$ cat src/sarcc_pkg.sv
/*
  Shared constants and carrier types for the SAR converter control block.
  Assumes a single 200 MHz system clock domain.
*/
package sarcc_pkg;
  localparam int unsigned RES_W = 10;
  localparam logic [9:0] FULL_SCALE = 10'h3FF;
  localparam logic [9:0] ZERO_CODE = 10'h000;
  localparam logic [9:0] SIGN_FLIP = 10'h200;
  localparam int unsigned CONV_CYCLES = 13;
  localparam int unsigned PIN_W = 8;

  // Register map, word addresses on the local port
  localparam logic [3:0] ADDR_CTRL = 4'h0;
  localparam logic [3:0] ADDR_CFG = 4'h1;
  localparam logic [3:0] ADDR_PINS = 4'h2;
  localparam logic [3:0] ADDR_RESULT = 4'h3;
  localparam logic [3:0] ADDR_STATUS = 4'h4;

  // Control register bit positions
  localparam int unsigned B_CORE_ON = 0;
  localparam int unsigned B_CONV_EN = 1;
  localparam int unsigned B_SW_START = 2;
  localparam int unsigned B_REF_ON = 3;
  localparam int unsigned B_REF_LVL = 4;
  localparam int unsigned B_REF_OUT = 5;
  localparam int unsigned B_REF_BURST = 6;
  localparam int unsigned B_TWOS = 7;

  // Clock sources
  localparam logic [1:0] SRC_OSC = 2'h0;
  localparam logic [1:0] SRC_AUX = 2'h1;
  localparam logic [1:0] SRC_MAIN = 2'h2;
  localparam logic [1:0] SRC_SUB = 2'h3;

  // Sample periods in conversion clock cycles
  localparam logic [6:0] SHT_0 = 7'h04;
  localparam logic [6:0] SHT_1 = 7'h08;
  localparam logic [6:0] SHT_2 = 7'h10;
  localparam logic [6:0] SHT_3 = 7'h40;

  typedef struct packed {
    logic [1:0] sample_time_select;
    logic [1:0] trigger_source_select;
    logic trigger_invert;
    logic reference_select_bit1;
    logic reference_select_bit0;
    logic [2:0] clock_divider;
    logic [1:0] clock_source_select;
  } sarcc_cfg_s;

  localparam sarcc_cfg_s CFG_RST = '0;

  typedef struct packed {
    logic core_power;
    logic osc_enable;
    logic bandgap_on;
    logic ref_buffer_on;
    logic ref_2v5;
    logic ext_ref_buffered;
  } sarcc_pwr_s;

  typedef enum logic [3:0] {
    ST_IDLE = 4'b0001,
    ST_SYNC = 4'b0010,
    ST_SAMP = 4'b0100,
    ST_CONV = 4'b1000
  } sarcc_state_e;
endpackage

$ cat src/sarcc_top.sv
/*
  Control logic of a 10-bit SAR converter: register port, clock source
  and divider, trigger select, sampling window, 13-cycle conversion,
  reference and auto power-down outputs, analog pin buffer disables.
  Assumes the analog SAR core returns a raw code on sar_code, and that
  clock sources and timer outputs are asynchronous pins.
*/
// Our own choices: strobed register access and the placing of the registers.
// Contract
// - Each finished 10-bit outcome lands in the result register.
// - Codes span 0 to 3FF, clamped at the references.
// - Results read straight binary or two's complement per config.
// - Core powered only while core power-on is set.
// - Most config bits change only while conversion enable is clear.
// - No conversion starts unless conversion enable is set.
// - Conversion clock from sub-main, main, auxiliary or oscillator.
// - Selected source divided by 1 to 8; it times sample and convert.
// - Analog pin enable disables that pin's input and output buffers.
// - Reference on enables reference; level 2.5 V or 1.5 V.
// - External reference buffered only when both select bits are 1.
// - Reference on, idle: buffer off, band-gap stays, buffer on when needed.
// - Reference output: burst 0 keeps buffer on, burst 1 only converting.
// - Core auto-disabled when idle, re-enabled on request.
// - Internal oscillator enabled only while needed.
// - Conversion begins on rising edge of sample-hold trigger.
// - Trigger from software start bit or timer outputs 0, 1, 2.
// - Trigger invert flips the selected source before edge detect.
// - Sample period 4, 8, 16 or 64 conversion clock cycles.
// - After sync, sampling window high for the selected period.
// - Conversion starts on window fall and takes 13 clock cycles.
`timescale 1ns/100ps
module sarcc_top #(
  parameter int unsigned PINS = sarcc_pkg::PIN_W
) (
  input wire logic mclk,
  input wire logic sys_rst,
  input wire logic [3:0] reg_addr,
  input wire logic [15:0] reg_wdata,
  input wire logic reg_wr,
  input wire logic reg_rd,
  output logic [15:0] reg_rdata,
  input wire logic sub_main_clock,
  input wire logic aux_clock,
  input wire logic internal_conv_oscillator,
  input wire logic [2:0] timer_out,
  input wire logic [sarcc_pkg::RES_W-1:0] sar_code,
  output logic sar_conversion_clock,
  output logic sampling_window,
  output logic sar_convert,
  output logic busy,
  output sarcc_pkg::sarcc_pwr_s pwr,
  output logic [PINS-1:0] pin_in_buf_dis,
  output logic [PINS-1:0] pin_out_buf_dis
);
  import sarcc_pkg::*;

  // Register state
  logic [7:0] ctrl, next_ctrl;
  sarcc_cfg_s cfg, next_cfg;
  logic [PINS-1:0] analog_pin_enable, next_analog_pin_enable;
  logic [RES_W-1:0] conversion_result_reg, next_conversion_result_reg;
  logic twos_mode, next_twos_mode;
  logic [15:0] next_reg_rdata;

  // Source pin synchronisers
  logic [3:0] src_s1, src_s2;
  logic [2:0] tmr_s1, tmr_s2;

  always_ff @(posedge mclk or posedge sys_rst) begin
    if (sys_rst) begin
      src_s1 <= '0;
      src_s2 <= '0;
      tmr_s1 <= '0;
      tmr_s2 <= '0;
    end else begin
      src_s1 <= {sub_main_clock, 1'b0, aux_clock, internal_conv_oscillator};
      src_s2 <= src_s1;
      tmr_s1 <= timer_out;
      tmr_s2 <= tmr_s1;
    end
  end

  // Clock source selection and divider
  logic src_lvl, src_prev, next_src_prev;
  logic src_rise;
  logic [2:0] div_cnt, next_div_cnt;
  logic cclk, next_cclk;
  logic cclk_tick;
  logic main_tog, next_main_tog;

  always_comb begin
    next_main_tog = ~main_tog;
    case (cfg.clock_source_select)
      SRC_SUB: src_lvl = src_s2[3];
      SRC_MAIN: src_lvl = main_tog;
      SRC_AUX: src_lvl = src_s2[1];
      SRC_OSC: src_lvl = src_s2[0];
      default: src_lvl = 1'b0;
    endcase
    next_src_prev = src_lvl;
    src_rise = src_lvl & ~src_prev;
    next_div_cnt = div_cnt;
    // One mclk pulse per divided period, even when the factor is 1
    next_cclk = 1'b0;
    cclk_tick = 1'b0;
    if (src_rise) begin
      if (div_cnt == cfg.clock_divider) begin
        next_div_cnt = '0;
        cclk_tick = 1'b1;
        next_cclk = 1'b1;
      end else begin
        next_div_cnt = div_cnt + 3'h1;
      end
    end
  end

  always_ff @(posedge mclk or posedge sys_rst) begin
    if (sys_rst) begin
      src_prev <= 1'b0;
      div_cnt <= '0;
      cclk <= 1'b0;
      main_tog <= 1'b0;
    end else begin
      src_prev <= next_src_prev;
      div_cnt <= next_div_cnt;
      cclk <= next_cclk;
      main_tog <= next_main_tog;
    end
  end

  assign sar_conversion_clock = cclk;

  // Trigger selection, polarity and edge
  logic trig_raw, trig_lvl, trig_prev, next_trig_prev;
  logic sample_hold_trigger_rise;

  always_comb begin
    case (cfg.trigger_source_select)
      2'h0: trig_raw = ctrl[B_SW_START];
      2'h1: trig_raw = tmr_s2[0];
      2'h2: trig_raw = tmr_s2[1];
      2'h3: trig_raw = tmr_s2[2];
      default: trig_raw = 1'b0;
    endcase
    trig_lvl = trig_raw ^ cfg.trigger_invert;
    next_trig_prev = trig_lvl;
    sample_hold_trigger_rise = trig_lvl & ~trig_prev;
  end

  // Sequencer
  sarcc_state_e state, next_state;
  logic [6:0] cnt, next_cnt;
  logic [6:0] samp_len;
  logic accept, done;

  always_comb begin
    case (cfg.sample_time_select)
      2'h0: samp_len = SHT_0;
      2'h1: samp_len = SHT_1;
      2'h2: samp_len = SHT_2;
      2'h3: samp_len = SHT_3;
      default: samp_len = SHT_0;
    endcase
    next_state = state;
    next_cnt = cnt;
    done = 1'b0;
    accept = 1'b0;
    case (state)
      ST_IDLE: begin
        if (sample_hold_trigger_rise && ctrl[B_CONV_EN] &&
            ctrl[B_CORE_ON]) begin
          accept = 1'b1;
          next_state = ST_SYNC;
        end
      end
      ST_SYNC: begin
        if (cclk_tick) begin
          next_state = ST_SAMP;
          next_cnt = samp_len - 7'h01;
        end
      end
      ST_SAMP: begin
        if (cclk_tick) begin
          if (cnt == 7'h00) begin
            next_state = ST_CONV;
            next_cnt = 7'(CONV_CYCLES - 1);
          end else begin
            next_cnt = cnt - 7'h01;
          end
        end
      end
      ST_CONV: begin
        if (cclk_tick) begin
          if (cnt == 7'h00) begin
            done = 1'b1;
            next_state = ST_IDLE;
          end else begin
            next_cnt = cnt - 7'h01;
          end
        end
      end
      default: next_state = ST_IDLE;
    endcase
    if (!ctrl[B_CONV_EN] || !ctrl[B_CORE_ON]) begin
      next_state = ST_IDLE;
    end
  end

  always_ff @(posedge mclk or posedge sys_rst) begin
    if (sys_rst) begin
      state <= ST_IDLE;
      cnt <= '0;
      trig_prev <= 1'b0;
    end else begin
      state <= next_state;
      cnt <= next_cnt;
      trig_prev <= next_trig_prev;
    end
  end

  assign sampling_window = (state == ST_SAMP);
  assign sar_convert = (state == ST_CONV);
  assign busy = (state != ST_IDLE);

  // Power and reference control
  logic active;

  always_comb begin
    active = busy;
    pwr.core_power = ctrl[B_CORE_ON] & active;
    pwr.osc_enable = active && cfg.clock_source_select == SRC_OSC;
    pwr.bandgap_on = ctrl[B_REF_ON];
    pwr.ref_2v5 = ctrl[B_REF_LVL];
    pwr.ext_ref_buffered = cfg.reference_select_bit0 &
                           cfg.reference_select_bit1;
    if (ctrl[B_REF_OUT] && !ctrl[B_REF_BURST]) begin
      pwr.ref_buffer_on = ctrl[B_REF_ON];
    end else begin
      pwr.ref_buffer_on = (ctrl[B_REF_ON] | pwr.ext_ref_buffered) &
                          active;
    end
  end

  for (genvar i = 0; i < PINS; i++) begin : g_pin
    assign pin_in_buf_dis[i] = analog_pin_enable[i];
    assign pin_out_buf_dis[i] = analog_pin_enable[i];
  end

  // Register port
  logic wr_ctrl, wr_cfg, wr_pins;
  logic [RES_W-1:0] code_clamped;

  always_comb begin
    wr_ctrl = reg_wr && reg_addr == ADDR_CTRL;
    wr_cfg = reg_wr && reg_addr == ADDR_CFG;
    wr_pins = reg_wr && reg_addr == ADDR_PINS;
    next_ctrl = ctrl;
    next_cfg = cfg;
    next_analog_pin_enable = analog_pin_enable;
    next_twos_mode = twos_mode;
    next_conversion_result_reg = conversion_result_reg;
    if (wr_ctrl) begin
      // Enable, start, reference output and burst bits are always writable
      next_ctrl[B_CONV_EN] = reg_wdata[B_CONV_EN];
      next_ctrl[B_SW_START] = reg_wdata[B_SW_START];
      next_ctrl[B_REF_OUT] = reg_wdata[B_REF_OUT];
      next_ctrl[B_REF_BURST] = reg_wdata[B_REF_BURST];
      if (!ctrl[B_CONV_EN]) begin
        next_ctrl[B_CORE_ON] = reg_wdata[B_CORE_ON];
        next_ctrl[B_REF_ON] = reg_wdata[B_REF_ON];
        next_ctrl[B_REF_LVL] = reg_wdata[B_REF_LVL];
        next_ctrl[B_TWOS] = reg_wdata[B_TWOS];
        next_twos_mode = reg_wdata[B_TWOS];
      end
    end
    if (wr_cfg && !ctrl[B_CONV_EN]) begin
      next_cfg = sarcc_cfg_s'(reg_wdata[$bits(sarcc_cfg_s)-1:0]);
    end
    if (wr_pins) begin
      next_analog_pin_enable = reg_wdata[PINS-1:0];
    end
    // Software start self-clears once accepted
    if (accept && cfg.trigger_source_select == 2'h0) begin
      next_ctrl[B_SW_START] = 1'b0;
    end
    // Core already clamps at references
    code_clamped = sar_code;
    if (done) begin
      next_conversion_result_reg = twos_mode ? (code_clamped ^ SIGN_FLIP)
                                             : code_clamped;
    end
    next_reg_rdata = '0;
    if (reg_rd) begin
      case (reg_addr)
        ADDR_CTRL: next_reg_rdata = {8'h00, ctrl};
        ADDR_CFG: next_reg_rdata = 16'(cfg);
        ADDR_PINS: next_reg_rdata = 16'(analog_pin_enable);
        ADDR_RESULT: next_reg_rdata = 16'(conversion_result_reg);
        ADDR_STATUS: next_reg_rdata = 16'({state, busy});
        default: next_reg_rdata = '0;
      endcase
    end
  end

  always_ff @(posedge mclk or posedge sys_rst) begin
    if (sys_rst) begin
      ctrl <= '0;
      cfg <= CFG_RST;
      analog_pin_enable <= '0;
      twos_mode <= 1'b0;
      conversion_result_reg <= ZERO_CODE;
      reg_rdata <= '0;
    end else begin
      ctrl <= next_ctrl;
      cfg <= next_cfg;
      analog_pin_enable <= next_analog_pin_enable;
      twos_mode <= next_twos_mode;
      conversion_result_reg <= next_conversion_result_reg;
      reg_rdata <= next_reg_rdata;
    end
  end
endmodule

$ cat config.mk
export PLATFORM = sky130hd
export DESIGN_NAME = sarcc_top
export DESIGN_NICKNAME = d
export VERILOG_FILES = /design/src/sarcc_pkg.sv /design/src/sarcc_top.sv
export SDC_FILE = /design/constraint.sdc
export NUM_CORES = 1
export LEC_CHECK = 0
export ABC_AREA = 1
export ABC_CLOCK_PERIOD_IN_PS = 3300
export BUFFER_PORTS_ARGS = -buffer_cell sky130_fd_sc_hd__buf_2
export CORE_ASPECT_RATIO = 0.5
export CORE_MARGIN = 2
export CORE_UTILIZATION = 54
export DETAILED_ROUTE_END_ITERATION = 8
export GPL_ROUTABILITY_DRIVEN = 0
export PLACE_DENSITY = 0.79
export SLEW_MARGIN = 5
export SYNTH_ARGS = -nofsm -noshare
export SYNTH_HDL_FRONTEND = slang
export SYNTH_SLANG_ARGS = --single-unit
$ cat constraint.sdc
create_clock -name mclk -period 3.3 [get_ports mclk]
set_clock_uncertainty 0.15 [all_clocks]
set_input_delay 0.66 -clock mclk [delete_from_list [all_inputs] [get_ports mclk]]
set_output_delay 0.66 -clock mclk [all_outputs]
set_load 0.03 [all_outputs]
**Word level (Yosys, flattened, before mapping)**

Index checks and enable logic that the tools add are counted.

- Bits in read-only memories: 0
- Input port bits: 40
- Memories kept: 0
- Output and inout bits: 42
- Register bits: 85
- Memory bits (writable): 0
- Latch bits: 0

- Reductions and logical operators: 23
- Bitwise operators: 12
- Multipliers: 0
- Shift-type cells: 0
- Add/sub/neg operators: 3
- Divide/modulo/power cells: 0
- Equal/unequal tests: 29
- Mux-type cells: 32
- Magnitude comparators: 0

Operator list:

| kind | count |
|---|---|
| one-hot mux 12 bit (5 select lines) | 1 |
| 2-to-1 mux 7 bit | 5 |
| 2-to-1 mux 4 bit | 7 |
| one-hot mux 7 bit (4 select lines) | 1 |
| one-hot mux 7 bit (3 select lines) | 1 |
| one-hot mux 4 bit (4 select lines) | 1 |
| subtractor 7 x 1 -> 7 bit, second input constant | 2 |
| equality test 2 bit, second input constant | 6 |
| equality test 4 x 2 -> 1 bit, second input constant | 3 |
| 2-to-1 mux 12 bit | 1 |
| inequality test 3 x 1 -> 1 bit, second input constant | 4 |
| 2-to-1 mux 1 bit | 10 |
| 2-to-1 mux 10 bit | 1 |
| logical AND 1 bit | 9 |
| equality test 4 x 1 -> 1 bit, second input constant | 2 |
| equality test 4 x 3 -> 1 bit, second input constant | 2 |
| one-hot mux 1 bit (4 select lines) | 2 |
| zero test 7 bit | 1 |
| equality test 2 x 1 -> 1 bit, second input constant | 3 |
| zero test 2 bit | 3 |
| 2-to-1 mux 3 bit | 2 |
| inequality test 3 bit, second input constant | 2 |
| AND reduction 6 bit | 1 |
| bitwise AND 1 bit | 5 |
| 16 further kinds | 24 |

**Depth between registers and ports, before layout**

Gate-level depths: netlist (run 1).

- Depth in word-level cells: 10
- Depth in mapped cells: 12

**Least setup slack after synthesis (run 1)**

Ideal clock, no wire load.

- Path kind: register to output
- Start: reg state[2]
- End: out pwr[4] (netlist name)
- Path buffers: 0
- Required time: 2.490 ns
- Stages on the path, launching flop included: 5
- Arrival time: 1.522 ns
- Path slack: 0.968 ns
- Cell sequence: dfrtp_1 nor2_1 nand3_1 inv_1 nor3_1

RTL lines:

| element | line | text |
|---|---|---|
| start, declared | sarcc_top.sv:151 | `sarcc_state_e state, next_state;` |
| start signal, assigned | sarcc_top.sv:215 | `state <= next_state;` |
| end, declared | sarcc_top.sv:51 | `output sarcc_pkg::sarcc_pwr_s pwr,` |

==> run metrics, run 1 <==
status finished, final reports clean; Root Driver clkbuf_16; antenna violations before repair 0; clk sinks 80; DR pass1 iterations 5; post-synthesis sequential area ratio 52.75%; drt drc 0; Worst-path clk slew 60 ps; worst slew pin tran 748.0 ps; Critical Path, Cell by Cell nand3_1, o21ai_0, inv_1, buf_2; synth cell count leaders nand2_1, dfrtp_1, inv_1; Post-synth EDFFs 0; vias in the first global route 3129; Synth area leader dfrtp_1; share of layout cells above drive strength 1 24.65%; TritonCTS clock tree done; Critical Path Start Type flip-flop; worst hold endpoint src_s2[3]; Hold Crit Depth 0; critical path class flip-flop to output pin; HPWL after detailed placement 6248 um; post-synth top area share 52.06%; Avg WL per Cell 14.56 um; crit end category output pin; yosys warns 0; VDD IR max 0.2862 mV; Vias/cell 5.262; mapped cell area 3797 sq um; final net count 544; initial core utilization 56.23%; die width 122.6 um; CTS Buf Count 9; fin. max-slew vios 0; Port Buffers 73; Max Root-Sink Buffers 2; Max-Cap Viols 0; Total Routing Usage GR 25.33%; H-tree depth 3; Rows 21; hold buffer count at CTS 0; final non-filler cell total 599; via count 3152; routed wire length 8722 um; Die H 63.30 um; fin crit period 2411 ps; Register-to-Register Path Depth 9; largest net degree at the start of global routing 45; endpoints failing hold 0; Arr. time, crit path 1600 ps; Area Overhead vs Synth 17.96%; Antenna diodes 0; 1st-iter DRT viols 349; Req. time, crit path 2490 ps; PostCTS Resize Cnt 0; final setup vio count 0; HP Start src_s1[3]; setup bufs post-CTS 0; r2r startpoint cnt[0]; setup_tns 0 ps; Post-synth ARST share 100.0%; worst hold path class flip-flop to flip-flop; Largest stage delay, worst path 550 ps; library cells used by synthesis 37; Overflow after GRT 0; core footprint 6753 sq um; ys flop type dfrtp_1; f_max 0.4148 GHz; Inst Count DP 583; RSZ-0062 raised after global routing false; global-route wire length before repair 14940 um; synth top area cells dfrtp_1, nand2_1, inv_1; clk_lat worst skew 340 ps; reg2reg end conversion_result_reg[4]; LEAKAGE 2.423 nW; post-route ant nets 0; Power Dens Cells 653.8 nW/um^2; number of synthesized register bits 80; Crit-path slowest cell dfstp_2; I/O pins 82; Slew HR 50.08%; die area 7760 sq um; Worst Path Max Fanout 7; synthesized instance count 432; Tcrit/Tclk final 73.05%; worst reg-to-reg setup slack 1330 ps; count leader, synth nand2_1; Avg Inst Size Synth 8.790 sq um
-- routing by layer --
| metal | up-vias | global-route usage (%) | wire, um |
|---|---|---|---|
| met4 | 0 | 9.483 | 199 |
| met1 | 1506 | 33.69 | 3853 |
| met5 | - | 0 | 0 |
| met3 | 25 | 7.246 | 574 |
| met2 | 118 | 39.65 | 4095 |
| li1 | 1503 | - | - |
-- worst max-delay path, delay by kind of cell, from the launching register on --
kind,cells,cell delay (ps)
buffers and inverters,2,230
AO/OA/AOI/OAI,1,240
flip-flops,1,550
AND/OR/NAND/NOR,1,240
-- worst max-delay path by stage --
stage                            from  endpoint  slack [ps]  cells after the start
after floorplan               sys_rst    cfg[0]         440                      1
after global placement    reg_addr[1]   ctrl[3]        1120                      7
after detailed placement  reg_addr[1]   ctrl[3]        1060                      6
after CTS                    state[0]    pwr[2]         880                      4
after global routing         state[2]    pwr[2]         750                      5
final                        state[0]    pwr[2]         890                      4
-- power breakdown --
group          switching [mW]  internal [mW]
sequential              0.118           1.11
clock                   0.399          0.608
combinational           0.474          0.216
total                   0.991           1.94
-- cells by family (layout without fill, tap and decap cells) --
logic type	Yosys count	after routing	share of synthesized area [%]
AOI/OAI and AO/OA	77	77	11.93
xor gates and xnor gates	8	8	1.845
adders and majority gates	2	2	0.6589
buffers and inverters	90	162	10.77
DFF	80	80	52.75
muxes	2	2	0.5930
other	1	4	0.09875
and+or+nand+nor	172	172	21.35
-- metrics by stage --
stage,cell area [sq um],utilization (%),total power [mW],setup slack (ps),hold WS [ps]
final,4479,66.33,2.928,889.4,196.7
after global routing,4479,66.33,3.086,749.7,200.1
after CTS,4479,66.33,2.941,881.4,198.0
after detailed placement,4173,61.79,1.930,1062,186.2
after global placement,4173,61.79,1.896,1124,183.4
after floorplan,3809,-,1.765,439.9,181.2
-- layout make-up --
type | count | area [sq um]
clock buffer | 10 | 239.0
clock inverter | 6 | 67.56
fill | 552 | 2273
inverter | 69 | 262.8
multi-input combinational | 265 | 1396
sequential | 80 | 2003
tap | 92 | 115.1
timing repair buffer | 77 | 395.4
-- cells in the final DEF (no fill, tap or decap), types with 3 or more instances in the layout --
cell type    n
nand2_1    102
dfrtp_1     79
buf_2       73
inv_1       63
o21ai_0     36
nand3_1     24
nor2_1      22
a21oi_1     13
o21ai_2     10
clkbuf_16    9
o22ai_1      6
xnor2_1      5
nand4_1      5
a31oi_1      5
conb_1       4
buf_4        4
nor2_4       3
nand3_2      3
inv_2        3
nor3_1       3
xor2_1       3
(Power assumes the default switching activity.)
==> inputs of run 2 (changes only) <==
--- a/config.mk
+++ b/config.mk
@@ -5,15 +5,15 @@
 export SDC_FILE = /design/constraint.sdc
 export NUM_CORES = 1
 export LEC_CHECK = 0
-export ABC_AREA = 1
-export ABC_CLOCK_PERIOD_IN_PS = 3300
+export ABC_AREA = 0
+export ABC_CLOCK_PERIOD_IN_PS = 1940
 export BUFFER_PORTS_ARGS = -buffer_cell sky130_fd_sc_hd__buf_2
 export CORE_ASPECT_RATIO = 0.5
 export CORE_MARGIN = 2
-export CORE_UTILIZATION = 54
+export CORE_UTILIZATION = 49
 export DETAILED_ROUTE_END_ITERATION = 8
 export GPL_ROUTABILITY_DRIVEN = 0
-export PLACE_DENSITY = 0.79
+export PLACE_DENSITY = 0.76
 export SLEW_MARGIN = 5
 export SYNTH_ARGS = -nofsm -noshare
 export SYNTH_HDL_FRONTEND = slang
==> constraint.sdc (replaced) <==
create_clock -name mclk -period 1.94 [get_ports mclk]
set_clock_uncertainty 0.15 [all_clocks]
set_input_delay 0.388 -clock mclk [delete_from_list [all_inputs] [get_ports mclk]]
set_output_delay 0.388 -clock mclk [all_outputs]
set_load 0.03 [all_outputs]
==> run 2 against run 1 <==
Net effect:
- the run now ends with negative setup slack left
- clock power increased by 68%
- first-iteration DRC count decreased by 32%
- core utilization increased by 3.6 points
- synthesized cell count decreased by 34%
- hold slack got worse by 190 ps
- routed wire length increased by 8.4%
- sequential power increased by 71%
- largest power group unchanged
- highest routed layer unchanged
==> run metrics, run 2 <==
status complete, but fails checks; violated checks negative setup slack; fin. max-slew vios 0 (unchanged); CTS Buf Count 9 (unchanged); Crit-path slowest cell dfstp_2; 1st-iter DRT viols 238 (-32%); worst slew pin tran 658.5 ps (-89.46 ps); Power Dens Cells 1017 nW/um^2 (+56%); Comb pwr share 26.6% (+3.0 points); DR pass1 iterations 5 (unchanged); ys flop type dfrtp_1; Max-Cap Viols 0 (unchanged); Synth area leader dfrtp_1; Vias/cell 5.593 (+6.3%); TritonCTS clock tree done; post-synthesis sequential area ratio 54.89% (+2.1 points); synth top area cells dfrtp_1, mux2_2, mux2_4; routed wire length 9458 um (+8.4%); die area 8197 sq um (+5.6%); number of synthesized register bits 80 (unchanged); final setup vio count 23 (+23); Pint 3.551 mW (+83%); Overflow after GRT 0 (unchanged); RSZ-0062 raised after global routing true; Total Routing Usage GR 23.09% (-2.2 points); I/O pins 82 (unchanged); most common cell after layout, fill and taps aside dfrtp_1; H-tree depth 3 (unchanged); Avg Inst Size Synth 12.90 sq um (+47%); initial core utilization 50.22% (-6.0 points); Root Driver clkbuf_16; Tcrit/Tclk final 113.3%; antenna violations before repair 0 (unchanged); post-synth top area share 54.17% (+2.1 points); Register Area 2006 sq um (+0.12%); Arr. time, crit path 1660 ps (+60 ps); count leader, synth dfrtp_1; Post-synth ARST share 100.0% (unchanged); NetSw 1.620 mW (+63%); Avg WL per Cell 18.44 um (+27%); fin crit period 2198 ps; Antenna diodes 0 (unchanged); sw frac 31.33% (-2.5 points); yosys warns 0 (unchanged); Sequential Power Share 40.5% (-1.5 points); final net count 454 (-17%); vias in the first global route 2871 (-8.2%); Port Buffers 73 (unchanged); f_max 0.4549 GHz; clk sinks 80 (unchanged); Req. time, crit path 1400 ps (-1090 ps); Setup WS post-layout -258.1 ps (-1147 ps); clk_lat worst skew 340 ps (about the same); area of the multi-input gates 1658 sq um (+19%); Critical Path Start Type flip-flop; Post-synth EDFFs 0 (unchanged); Largest stage delay, worst path 550 ps (about the same); Rows 22 (+4.8%); LEAKAGE 2.380 nW (-1.8%); Worst Path Max Fanout 3 (-4); Final Core Density 69.97% (+3.6 points); most used cell, CP buf_6; endpoints failing hold 0 (unchanged); largest net degree at the start of global routing 81 (+80%); crit end category output pin; share of layout cells above drive strength 1 55.64% (+31 points); core footprint 7267 sq um (+7.6%); critical path class flip-flop to output pin; most frequent cells in the layout dfrtp_1, buf_2, buf_4, mux2_2, nor2_1; die width 126.1 um (+2.8%); Slew HR 55.76% (+5.7 points); Die H 65.03 um (+2.7%); library cells used by synthesis 48 (+30%); global-route wire length before repair 14290 um (-4.3%); mapped cell area 3650 sq um (-3.9%); clock power share 32.8% (-1.6 points); Critical Path, Cell by Cell buf_6, nor4b_4, inv_2, and2_4, buf_6; synth cell count leaders dfrtp_1, mux2_2, nor2_1; post-route ant nets 0 (unchanged); Worst-path clk slew 60 ps (about the same); synthesized instance count 283 (-34%); via count 2869 (-9.0%); worst hold path class input port to async pin; Area Overhead vs Synth 39.32%; drt drc 0 (unchanged); setup_tns -3411 ps (-3411 ps); Filler cells 479 (-13%); VDD IR max 0.6163 mV (+120%); HPWL after detailed placement 6236 um (-0.19%); Max Root-Sink Buffers 2 (unchanged)
==> run 2: changes by cell type after synthesis, sizes merged, moves of 7 or more <==
cell and change:
mux2 +36, nand3 -28, nor4b +7, o21ai -40, inv -58, nand2 -97, nor2 -7, a22oi +8
==> run 2: routing by layer <==
metal	global-route usage (%)	up-vias	routed length, um	share of wire (%)
met5	0	-	0	0
met4	6.319	0	251	2.7
met3	8.175	25	612	6.5
li1	-	1275	-	-
met2	39.85	102	4870	51
met1	27.90	1467	3723	39
==> run 2: kinds of logic (layout without fill, tap and decap cells) <==
logic type | after synthesis | after routing | synth area share (%)
xor gates and xnor gates | 6 | 6 | 1.440
other | 1 | 4 | 0.1027
adders and majority gates | 2 | 2 | 0.6855
muxes | 45 | 45 | 15.84
DFF | 80 | 80 | 54.89
AOI/OAI and AO/OA | 51 | 51 | 9.634
buffers and inverters | 32 | 163 | 5.314
and+or+nand+nor | 66 | 66 | 12.10
==> run 2: area by class of cell <==
type | count | share of cell area (%)
flip-flops and latches | 80 | 39.44
multi-input cells | 174 | 32.60
repair buffers | 137 | 18.82
clock buffers | 13 | 5.118
well taps | 96 | 2.362
inverters | 10 | 0.8612
clock inverters | 3 | 0.7874
==> run 2: final timing paths <==
| path | start | endpoint | slack (ps) | cells after the start |
|---|---|---|---|---|
| hold reg to reg | src_s1[0] | src_s2[0] | 190 | 0 |
| setup / recovery | state[0] | pwr[5] | -260 | 5 |
| max in group asynchronous | sys_rst | state[0] | 1300 | 3 |
| hold / removal | sys_rst | src_s2[0] | 5 | 3 |
| setup reg to reg | state[1] | conversion_result_reg[1] | -210 | 4 |
| min in group mclk | sar_code[0] | conversion_result_reg[0] | 130 | 2 |
==> run 2: stage by stage <==
stage          cell area [sq um]  hold slack (ps)  setup WS (ps)  instances  power [mW]
2_1_floorplan               3700            181.2         -145.8        286       2.954
6_report                    5085            5.333         -258.1        513       5.171
3_5_place_dp                4352            184.7         -224.3        473       3.324
5_1_grt                     5085            36.07         -292.4        513       5.374
4_1_cts                     4920            25.92         -261.6        508       5.079
3_3_place_gp                4352            181.8         -184.0        473       3.249
==> run 2: power by group through the flow <==
stage               logic (mW)  registers, mW  clock network [mW]
finish                    1.38           2.10                1.70
global route              1.46           2.11                1.80
CTS                       1.29           2.08                1.71
detailed placement        1.21           2.11                   0
global placement          1.16           2.09                   0
floorplan                0.799           2.15                   0
==> run 2: timing repair <==
item / in CTS / in global routing
hold endpoints to repair: 6 / 0
resized for setup: 38 / 27
hold buffers: 6 / 0
setup endpoints to repair: 25 / 27
pin swaps: 15 / 6
cloned: 1 / 0
setup buffers: 13 / 5
==> run 2: critical path: cells and delay by family (launching register included) <==
family        cells  cell delay, ps
flops             1             550
simple gates      2             450
buf+inv           3             320
